==> src/verilog/teletext_cfg.svh <==
`ifndef TELETEXT_CFG_SVH
`define TELETEXT_CFG_SVH
// Register word offsets on the plain register port.
`define REG_CTRL 3'h0
`define REG_DATA_DELAY 3'h1
`define REG_START_POS 3'h2
`define REG_ODD_FIRST 3'h3
`define REG_ODD_LAST 3'h4
`define REG_EVEN_FIRST 3'h5
`define REG_EVEN_LAST 3'h6
`define REG_STATUS 3'h7
// Control register fields.
`define CTRL_ENABLE_BIT 0
`define CTRL_STD_LSB 1
`define CTRL_STD_MSB 2
// Reset values of the writable registers.
`define RST_CTRL 16'h0000
`define RST_DATA_DELAY 6'h04
`define RST_START_POS 11'h040
`define RST_LINE 10'h000
// Clock period and documented times.
`define CLK_PERIOD_NS 100
`define T_TTX_PAL_NS 9780
`define T_TTX_NTSC_NS 10500
// Least times round up to whole cycles.
`define T_TTX_PAL_CYC (11'((`T_TTX_PAL_NS + `CLK_PERIOD_NS - 1) / `CLK_PERIOD_NS))
`define T_TTX_NTSC_CYC (11'((`T_TTX_NTSC_NS + `CLK_PERIOD_NS - 1) / `CLK_PERIOD_NS))
// Bit rates and clock rate in units of 100 bit/s, for the rate accumulator.
`define RATE_PAL_HBPS 64'd69375
`define RATE_NTSC_HBPS 64'd57272
`define CLK_HHZ 64'd100000
`define DTO_FULL 64'd16777216
`define DTO_STEP_PAL (24'((`RATE_PAL_HBPS * `DTO_FULL) / `CLK_HHZ))
`define DTO_STEP_NTSC (24'((`RATE_NTSC_HBPS * `DTO_FULL) / `CLK_HHZ))
// Bits per insertion window.
`define BITS_PAL 9'd360
`define BITS_WST 9'd296
`define BITS_NABTS 9'd288
// Line position counter saturates here.
`define POS_MAX 11'h7FF
`endif

==> src/verilog/teletext_pkg.sv <==
package teletext_pkg;
   // Teletext standard selected in the control register.
   typedef enum logic [1:0] {
      STD_PAL = 2'b00,
      STD_WST = 2'b01,
      STD_NABTS = 2'b10,
      STD_RSVD = 2'b11
   } ttx_std_t;
   // Phase of one line's request or insertion sequence.
   typedef enum logic [1:0] {
      PH_IDLE = 2'b00,
      PH_WAIT = 2'b01,
      PH_RUN = 2'b10
   } phase_t;
   // One register access from software.
   typedef struct packed {
      logic [2:0] addr;
      logic [15:0] wdata;
      logic wr;
      logic rd;
   } reg_req_t;
   // Timing reference from the encoder's sync generator.
   typedef struct packed {
      logic hsync_lead;
      logic field_odd;
      logic [9:0] line_num;
   } video_ref_t;
endpackage : teletext_pkg

==> src/verilog/teletext_insertion.sv <==
// The implementer's own choices: the address-and-strobe port and the register offsets.
`timescale 1ns/1ps
`include "teletext_cfg.svh"
// Behaviour
// Inserted data starts 9.78/10.5 us after sync.
// Source supplies one bit per request high.
// Programmable delay from request to valid data.
// Requests begin at programmed line position.
// PAL window holds 360 bits at 6.9375.
// 5.7272 rate: 296 WST, 288 NABTS bits.
// Enable bit zero keeps window closed.
// Insert only on programmed odd/even lines.
// Host configures shared pins before use; this block has no pin configuration of its own.
// Sample once per request, queue in order.
module teletext_insertion (
   input wire logic ref_clk,
   input wire logic rst,
   input teletext_pkg::reg_req_t reg_req,
   output logic [15:0] reg_rdata,
   input teletext_pkg::video_ref_t video_ref,
   input wire logic teletext_data_in,
   output logic teletext_request_out,
   output logic insert_valid,
   output logic insert_bit,
   output logic window_open
);
   import teletext_pkg::*;

   // Software registers.
   logic [15:0] ctrl_reg, ctrl_next;
   logic [5:0] delay_reg, delay_next; // Request-to-data delay in cycles.
   logic [10:0] start_reg, start_next; // Request start, cycles after sync.
   logic [9:0] odd_first_reg, odd_first_next;
   logic [9:0] odd_last_reg, odd_last_next;
   logic [9:0] even_first_reg, even_first_next;
   logic [9:0] even_last_reg, even_last_next;
   logic [15:0] rdata_reg, rdata_next;

   // Line timing and per-line decisions.
   logic [10:0] pos_reg, pos_next; // Cycles since the sync leading edge.
   logic line_act_reg, line_act_next; // This line carries teletext.
   ttx_std_t std_reg, std_next; // Standard latched at the line start.

   // Request side.
   phase_t req_ph_reg, req_ph_next;
   logic [23:0] req_acc_reg, req_acc_next;
   logic [8:0] req_cnt_reg, req_cnt_next;
   logic req_reg, req_next;
   logic [63:0] pipe_reg, pipe_next; // Delayed copies of the request.

   // Input synchroniser: three flip-flops, second and third must agree.
   logic [2:0] sync_reg, sync_next;
   logic din_reg, din_next;

   // Bit queue between sampling and insertion.
   logic [15:0] q_mem_reg, q_mem_next;
   logic [4:0] q_wp_reg, q_wp_next;
   logic [4:0] q_rp_reg, q_rp_next;

   // Insertion side.
   phase_t ins_ph_reg, ins_ph_next;
   logic [23:0] ins_acc_reg, ins_acc_next;
   logic [8:0] ins_cnt_reg, ins_cnt_next;
   logic ivalid_reg, ivalid_next;
   logic ibit_reg, ibit_next;

   // Combinational helpers.
   logic [23:0] step; // Rate accumulator step of the active standard.
   logic [8:0] nbits; // Window length in bits of the active standard.
   logic [10:0] t_ttx; // Insertion start after sync.
   logic [24:0] req_sum, ins_sum;
   logic sample_now, pop_now, q_empty, q_full;

   // Standard-dependent constants; a reserved code behaves as PAL.
   always_comb begin
      unique case (std_reg)
         STD_WST: begin
            step = `DTO_STEP_NTSC;
            nbits = `BITS_WST;
            t_ttx = `T_TTX_NTSC_CYC;
         end
         STD_NABTS: begin
            step = `DTO_STEP_NTSC;
            nbits = `BITS_NABTS;
            t_ttx = `T_TTX_NTSC_CYC;
         end
         default: begin
            step = `DTO_STEP_PAL;
            nbits = `BITS_PAL;
            t_ttx = `T_TTX_PAL_CYC;
         end
      endcase
   end

   // Register writes and read data; reads answer one cycle later.
   always_comb begin
      ctrl_next = ctrl_reg;
      delay_next = delay_reg;
      start_next = start_reg;
      odd_first_next = odd_first_reg;
      odd_last_next = odd_last_reg;
      even_first_next = even_first_reg;
      even_last_next = even_last_reg;
      rdata_next = 16'h0000;
      if (reg_req.wr) begin
         unique case (reg_req.addr)
            `REG_CTRL: ctrl_next = {13'h0000, reg_req.wdata[`CTRL_STD_MSB:0]};
            `REG_DATA_DELAY: delay_next = reg_req.wdata[5:0];
            `REG_START_POS: start_next = reg_req.wdata[10:0];
            `REG_ODD_FIRST: odd_first_next = reg_req.wdata[9:0];
            `REG_ODD_LAST: odd_last_next = reg_req.wdata[9:0];
            `REG_EVEN_FIRST: even_first_next = reg_req.wdata[9:0];
            `REG_EVEN_LAST: even_last_next = reg_req.wdata[9:0];
            `REG_STATUS: ; // Status is read only; writes are ignored.
         endcase
      end
      if (reg_req.rd) begin
         unique case (reg_req.addr)
            `REG_CTRL: rdata_next = ctrl_reg;
            `REG_DATA_DELAY: rdata_next = {10'h000, delay_reg};
            `REG_START_POS: rdata_next = {5'h00, start_reg};
            `REG_ODD_FIRST: rdata_next = {6'h00, odd_first_reg};
            `REG_ODD_LAST: rdata_next = {6'h00, odd_last_reg};
            `REG_EVEN_FIRST: rdata_next = {6'h00, even_first_reg};
            `REG_EVEN_LAST: rdata_next = {6'h00, even_last_reg};
            `REG_STATUS: begin
               // Live state of the block for software to watch.
               rdata_next = {q_wp_reg - q_rp_reg, 7'h00, line_act_reg,
                             ivalid_reg, req_reg, window_open};
            end
         endcase
      end
   end

   // Line position and line qualification at each sync leading edge.
   always_comb begin
      pos_next = (pos_reg == `POS_MAX) ? pos_reg : pos_reg + 11'h001;
      line_act_next = line_act_reg;
      std_next = std_reg;
      if (video_ref.hsync_lead) begin
         pos_next = 11'h000;
         std_next = ttx_std_t'(ctrl_reg[`CTRL_STD_MSB:`CTRL_STD_LSB]);
         // Only enabled, programmed lines of the current field qualify.
         if (video_ref.field_odd) begin
            line_act_next = ctrl_reg[`CTRL_ENABLE_BIT] &&
               video_ref.line_num >= odd_first_reg &&
               video_ref.line_num <= odd_last_reg;
         end else begin
            line_act_next = ctrl_reg[`CTRL_ENABLE_BIT] &&
               video_ref.line_num >= even_first_reg &&
               video_ref.line_num <= even_last_reg;
         end
      end
   end

   // Request generator: one high cycle per wanted bit.
   always_comb begin
      req_ph_next = req_ph_reg;
      req_acc_next = req_acc_reg;
      req_cnt_next = req_cnt_reg;
      req_next = 1'b0;
      req_sum = {1'b0, req_acc_reg} + {1'b0, step};
      if (video_ref.hsync_lead) begin
         // A new line restarts the sequence; a late line is cut off here.
         req_ph_next = PH_WAIT;
         req_acc_next = 24'h000000;
         req_cnt_next = 9'h000;
      end else begin
         unique case (req_ph_reg)
            PH_IDLE: ;
            PH_WAIT: begin
               if (!line_act_reg) begin
                  req_ph_next = PH_IDLE;
               end else if (pos_reg == start_reg) begin
                  req_ph_next = PH_RUN;
                  req_next = 1'b1;
                  req_cnt_next = 9'h001;
               end
            end
            PH_RUN: begin
               req_acc_next = req_sum[23:0];
               if (req_cnt_reg == nbits) begin
                  req_ph_next = PH_IDLE;
               end else if (req_sum[24]) begin
                  // Each carry of the rate accumulator asks for one bit.
                  req_next = 1'b1;
                  req_cnt_next = req_cnt_reg + 9'h001;
               end
            end
            default: req_ph_next = PH_IDLE;
         endcase
      end
   end

   // Synchroniser, delay line and bit queue.
   always_comb begin
      sync_next = {sync_reg[1:0], teletext_data_in};
      // A change counts only once the second and third stages agree.
      din_next = (sync_reg[1] == sync_reg[2]) ? sync_reg[2] : din_reg;
      pipe_next = {pipe_reg[62:0], req_next};
      // The delay covers the source pipeline plus the input synchroniser.
      sample_now = pipe_reg[delay_reg];
      q_empty = (q_wp_reg == q_rp_reg);
      q_full = (q_wp_reg[3:0] == q_rp_reg[3:0]) && (q_wp_reg[4] != q_rp_reg[4]);
      pop_now = ins_ph_reg == PH_RUN && ins_sum[24] && ins_cnt_reg != nbits && !q_empty;
      q_mem_next = q_mem_reg;
      q_wp_next = q_wp_reg;
      q_rp_next = q_rp_reg;
      if (video_ref.hsync_lead) begin
         // Bits queued on the last line are dropped; its requests still in the delay line are queued in this one.
         q_wp_next = 5'h00;
         q_rp_next = 5'h00;
      end else begin
         if (sample_now && !q_full) begin
            q_mem_next[q_wp_reg[3:0]] = din_reg;
            q_wp_next = q_wp_reg + 5'h01;
         end
         if (pop_now) begin
            q_rp_next = q_rp_reg + 5'h01;
         end
      end
   end

   // Insertion window: opens at the fixed time after sync, runs nbits bits.
   always_comb begin
      ins_ph_next = ins_ph_reg;
      ins_acc_next = ins_acc_reg;
      ins_cnt_next = ins_cnt_reg;
      ivalid_next = 1'b0;
      ibit_next = ibit_reg;
      ins_sum = {1'b0, ins_acc_reg} + {1'b0, step};
      if (video_ref.hsync_lead) begin
         ins_ph_next = PH_WAIT;
         ins_acc_next = 24'h000000;
         ins_cnt_next = 9'h000;
      end else begin
         unique case (ins_ph_reg)
            PH_IDLE: ;
            PH_WAIT: begin
               // Lines that do not qualify never open the window.
               if (!line_act_reg) begin
                  ins_ph_next = PH_IDLE;
               end else if (pos_reg == t_ttx) begin
                  ins_ph_next = PH_RUN;
               end
            end
            PH_RUN: begin
               ins_acc_next = ins_sum[23:0];
               if (ins_cnt_reg == nbits) begin
                  ins_ph_next = PH_IDLE;
               end else if (ins_sum[24]) begin
                  // A missing bit from a slow source is inserted as zero.
                  ivalid_next = 1'b1;
                  ibit_next = q_empty ? 1'b0 : q_mem_reg[q_rp_reg[3:0]];
                  ins_cnt_next = ins_cnt_reg + 9'h001;
               end
            end
            default: ins_ph_next = PH_IDLE;
         endcase
      end
   end

   // All state registers; asynchronous reset to constants only.
   always_ff @(posedge ref_clk or posedge rst) begin
      if (rst) begin
         ctrl_reg <= `RST_CTRL;
         delay_reg <= `RST_DATA_DELAY;
         start_reg <= `RST_START_POS;
         odd_first_reg <= `RST_LINE;
         odd_last_reg <= `RST_LINE;
         even_first_reg <= `RST_LINE;
         even_last_reg <= `RST_LINE;
         rdata_reg <= 16'h0000;
         pos_reg <= `POS_MAX;
         line_act_reg <= 1'b0;
         std_reg <= STD_PAL;
         req_ph_reg <= PH_IDLE;
         req_acc_reg <= 24'h000000;
         req_cnt_reg <= 9'h000;
         req_reg <= 1'b0;
         pipe_reg <= 64'h0000000000000000;
         sync_reg <= 3'h0;
         din_reg <= 1'b0;
         q_mem_reg <= 16'h0000;
         q_wp_reg <= 5'h00;
         q_rp_reg <= 5'h00;
         ins_ph_reg <= PH_IDLE;
         ins_acc_reg <= 24'h000000;
         ins_cnt_reg <= 9'h000;
         ivalid_reg <= 1'b0;
         ibit_reg <= 1'b0;
      end else begin
         ctrl_reg <= ctrl_next;
         delay_reg <= delay_next;
         start_reg <= start_next;
         odd_first_reg <= odd_first_next;
         odd_last_reg <= odd_last_next;
         even_first_reg <= even_first_next;
         even_last_reg <= even_last_next;
         rdata_reg <= rdata_next;
         pos_reg <= pos_next;
         line_act_reg <= line_act_next;
         std_reg <= std_next;
         req_ph_reg <= req_ph_next;
         req_acc_reg <= req_acc_next;
         req_cnt_reg <= req_cnt_next;
         req_reg <= req_next;
         pipe_reg <= pipe_next;
         sync_reg <= sync_next;
         din_reg <= din_next;
         q_mem_reg <= q_mem_next;
         q_wp_reg <= q_wp_next;
         q_rp_reg <= q_rp_next;
         ins_ph_reg <= ins_ph_next;
         ins_acc_reg <= ins_acc_next;
         ins_cnt_reg <= ins_cnt_next;
         ivalid_reg <= ivalid_next;
         ibit_reg <= ibit_next;
      end
   end

   // Outputs straight from flip-flops, except the window flag, a state decode.
   assign reg_rdata = rdata_reg;
   assign teletext_request_out = req_reg;
   assign insert_valid = ivalid_reg;
   assign insert_bit = ibit_reg;
   assign window_open = (ins_ph_reg == PH_RUN);

endmodule : teletext_insertion

==> config.mk <==
export PLATFORM = sky130hd
export DESIGN_NAME = teletext_insertion
export DESIGN_NICKNAME = d
export VERILOG_FILES = /design/src/verilog/teletext_pkg.sv /design/src/verilog/teletext_insertion.sv
export VERILOG_INCLUDE_DIRS = /design/src /design/src/verilog
export SDC_FILE = /design/constraint.sdc
export NUM_CORES = 1
export LEC_CHECK = 0
export BUFFER_PORTS_ARGS = -buffer_cell sky130_fd_sc_hd__buf_2
export CAP_MARGIN = 20
export CELL_PAD_IN_SITES_DETAIL_PLACEMENT = 0
export CELL_PAD_IN_SITES_GLOBAL_PLACEMENT = 2
export CORE_UTILIZATION = 40
export CTS_CLUSTER_DIAMETER = 60
export CTS_CLUSTER_SIZE = 16
export DETAILED_ROUTE_END_ITERATION = 10
export HOLD_SLACK_MARGIN = 0.06
export PLACE_DENSITY = 0.8
export RECOVER_POWER = 25
export SETUP_SLACK_MARGIN = 0.5
export SYNTH_ARGS = -nofsm -noshare
export SYNTH_HDL_FRONTEND = slang
export SYNTH_SLANG_ARGS = --single-unit
==> constraint.sdc <==
create_clock -name ref_clk -period 19.2 [get_ports ref_clk]
set_input_delay 3.84 -clock ref_clk [delete_from_list [all_inputs] [get_ports ref_clk]]
set_output_delay 3.84 -clock ref_clk [all_outputs]
set_load 0.01 [all_outputs]
==> qor.yml <==
critical_path:
  crit_arrival_ps: 8110
  regToRegSetupSlack_ps: 15100
  required_arrival_time_at_the_worst_endpoint_ps: 19750
  worst-setup-path-type: "in -> async"
  cp-end-kind: "asynchronous set/reset pin"
  worst-r2r-cell-count: 11
  timing.critical_path.fanout_max: 119
  crit-reg2reg-launch: "std_reg[1]$_DFFE_PP0P_"
  end_of_the_worst_register_to_register_path: "req_cnt_reg[3]$_DFFE_PP0P_"
  critPathLaunchType: "input pin"
logic_synthesis:
  synth_sequential_area_ratio_pct: 47.0
  synth-seq-cells: 256
  yosys-top-cells-area: "sky130_fd_sc_hd__dfrtp_1 (44%), sky130_fd_sc_hd__ha_1 (6.2%), sky130_fd_sc_hd__mux2_2 (4.9%)"
  post_synth_edffs: 0
  synth_nets: 1397
  synth.distinct_cells: 82
  syn-instance-count: 1292
  yosysTopAreaCellShare_pct: 44.5
  ys_top_cells_by_count: "sky130_fd_sc_hd__dfrtp_1 (243), sky130_fd_sc_hd__nor2_1 (107), sky130_fd_sc_hd__nand2_1 (84)"
  most_frequent_cell_after_synthesis: "sky130_fd_sc_hd__dfrtp_1"
  leading_area_contributor_after_synthesis: "sky130_fd_sc_hd__dfrtp_1"
  dominantRegCellSynth: "sky130_fd_sc_hd__dfrtp_1"
  ys.warnings.count: 0
  ys_async_sr_fraction_pct: 100
  syn-cell-area_um2: 13700
  syn_avg_cell_area_um2: 10.6
cells_and_area:
  multiInputGateArea_um2: 6680
  final_core_util_pct: 45.5
  largest_reg_flops: 64
  filler_cell_count: 3210
  drive_gt1_share_pct: 15.9
  synthToLayoutAreaGrowth_pct: 11.9
  final_nets: 1425
  register_area_um2: 6420
  diodes: 0
route:
  antenna_violating_nets_post_route: 0
  top_layer: "met5"
  drt-wirelength-per-cell_um: 17.4
  wl_mm: 31.1
  drt-initial-drc-count: 549
  met3WireLength_mm: 1.03
  detail_route.vias_per_cell: 5.38
  met2RoutedLength_mm: 14.3
  drt-pass1-iter-count: 6
  drt_drc_violations_left: 0
  met1Wirelength_mm: 15.1
  vias: 9622
power_and_ir_drop:
  total_power_w: 0.00147
  total_power_per_unit_cell_area_nw_per_um2: 96.0
  worst_ir_drop_vdd_mv: 0.0776
  total_leakage_power_nw: 6.78
global_routing:
  pin_count_of_the_biggest_net_entering_global_routing: 120
  grt.total_usage_pct: 18.1
  first_global_vias: 9648
  antenna_found_initial: 1
  global_route.overflow_total: 0
  grt_pass1_wl_mm: 51.8
sta:
  grt_setup_unrepaired: "false"
  timing.final.crit_period_ps: 7560
  timing.final.max_slew_violations: 120
  finalSetupTns_ps: 0
  finalWorstSetupSlack_ps: 11640
  finalHoldViolCount: 0
  setup_viol: 0
  actual_transition_at_the_worst_max_transition_pin_ps: 5400
  finalClockSkew_ps: 15.8
  maxSlewHeadroom_pct: -262
  period_share_pct: 39.4
  fmaxAchievable_ghz: 0.132
clock_network:
  cts.sinks: 256
  cts.path.max_buffers: 3
  clk_pin_slew_ps: 60
  clk-insertion-delay-late_ps: 550
  post_cts_hold_buffers: 0
  cts_resized: 0
  cts_inserted_buffers: 30
  tritoncts: "done"
  max_h_tree_level: 1
  post-cts-setup-buffer-count: 0
  cts_root_buffer: "sky130_fd_sc_hd__clkbuf_16"
floorplanning:
  die-height_um: 187
  row_count: 67
  die_area_um2: 34900
  die_w_um: 187
  floorplan.core_area_um2: 33600
  ioPinCount: 56
  initial_core_util_pct: 40.7
worst_hold_path:
  min_path_type: "reg -> reg"
  holdPathEnd: "sync_reg[1]$_DFF_PP0_"
  hold_path_startpoint: "sync_reg[0]$_DFF_PP0_"
  whs_path_depth: 0
run_status:
  failed_checks: "capacitance limit, slew limit"
  outcome: "finished with violations"
run:
  drv.max_cap_violation_count: 1
place:
  post-dp-hpwl_mm: 21.2
  place.gp.congestion: 0.793
  placement.setup.worst_slack_ps: 12970
  numPortBuffers: 50
worst max-delay path by stage:
| stage | slack, ps | end | from | cells past startpoint |
|---|---|---|---|---|
| finish | 11640 | pipe_reg[13]$_DFF_PP0_ | rst | 3 |
| global route | 10700 | ins_acc_reg[19]$_DFFE_PP0P_ | rst | 3 |
| CTS | 13370 | window_open | ins_ph_reg[1]$_DFFE_PP0P_ | 5 |
| detailed placement | 12970 | odd_first_reg[3]$_DFFE_PP0P_ | reg_req[19] | 4 |
| global placement | 12970 | odd_first_reg[2]$_DFFE_PP0P_ | reg_req[19] | 4 |
| floorplan | 8340 | ctrl_reg[0]$_DFFE_PP0P_ | rst | 1 |
through the flow:
stage          instance area (um2)  cells  hold WS (ps)
2_1_floorplan                13700   1292           331
5_1_grt                      15300   1789           356
3_5_place_dp                 14200   1736           340
6_report                     15300   1789           352
3_3_place_gp                 14200   1736           349
4_1_cts                      15300   1789           355
cells by family after synthesis:
kind of cell | after synthesis | share of synthesized area, %
AOI/OAI and AO/OA | 254 | 12.0
xor gates and xnor gates | 74 | 4.74
adders and majority gates | 74 | 6.74
buffers and inverters | 133 | 4.11
DFF | 256 | 47.0
muxes | 112 | 11.1
and+or+nand+nor | 389 | 14.2
placed cells by master, fill, tap and decap left out, drive strengths merged, types with 16 or more instances in the layout:
| cell | n |
|---|---|
| a211oi | 17 |
| a21oi | 61 |
| buf | 56 |
| clkbuf | 34 |
| dfrtp | 243 |
| ha | 68 |
| inv | 74 |
| mux2 | 73 |
| mux2i | 16 |
| mux4 | 23 |
| nand2 | 85 |
| nand3 | 46 |
| nand4 | 22 |
| nor2 | 107 |
| nor2b | 19 |
| nor3 | 22 |
| o21ai | 67 |
| or3 | 19 |
| xnor2 | 48 |
| xor2 | 26 |
layout make-up:
| class | instances | area share (%) |
|---|---|---|
| multi-input cells | 903 | 43.7 |
| flip-flops and latches | 256 | 42.0 |
| clock buffers | 33 | 5.12 |
| well taps | 448 | 3.66 |
| repair buffers | 57 | 1.97 |
| clock inverters | 20 | 1.78 |
| inverters | 72 | 1.78 |
worst max-delay path, cell delays in order:
cell and delay (ps):
sky130_fd_sc_hd__buf_2 100, sky130_fd_sc_hd__clkinvlp_2 2990, sky130_fd_sc_hd__buf_4 1120
power breakdown:
part / internal (W) / switching [W]
sequential: 0.000578 / 0.0000409
clock: 0.000365 / 0.000240
combinational: 0.000105 / 0.000138
metal layers:
metal  up-vias  track usage [%]
met5         -                0
met2       138             28.8
li1       4703                -
met4         2             4.19
met1      4742             26.4
met3        37             2.33
No activity file was read; power rests on OpenSTA's default activity.
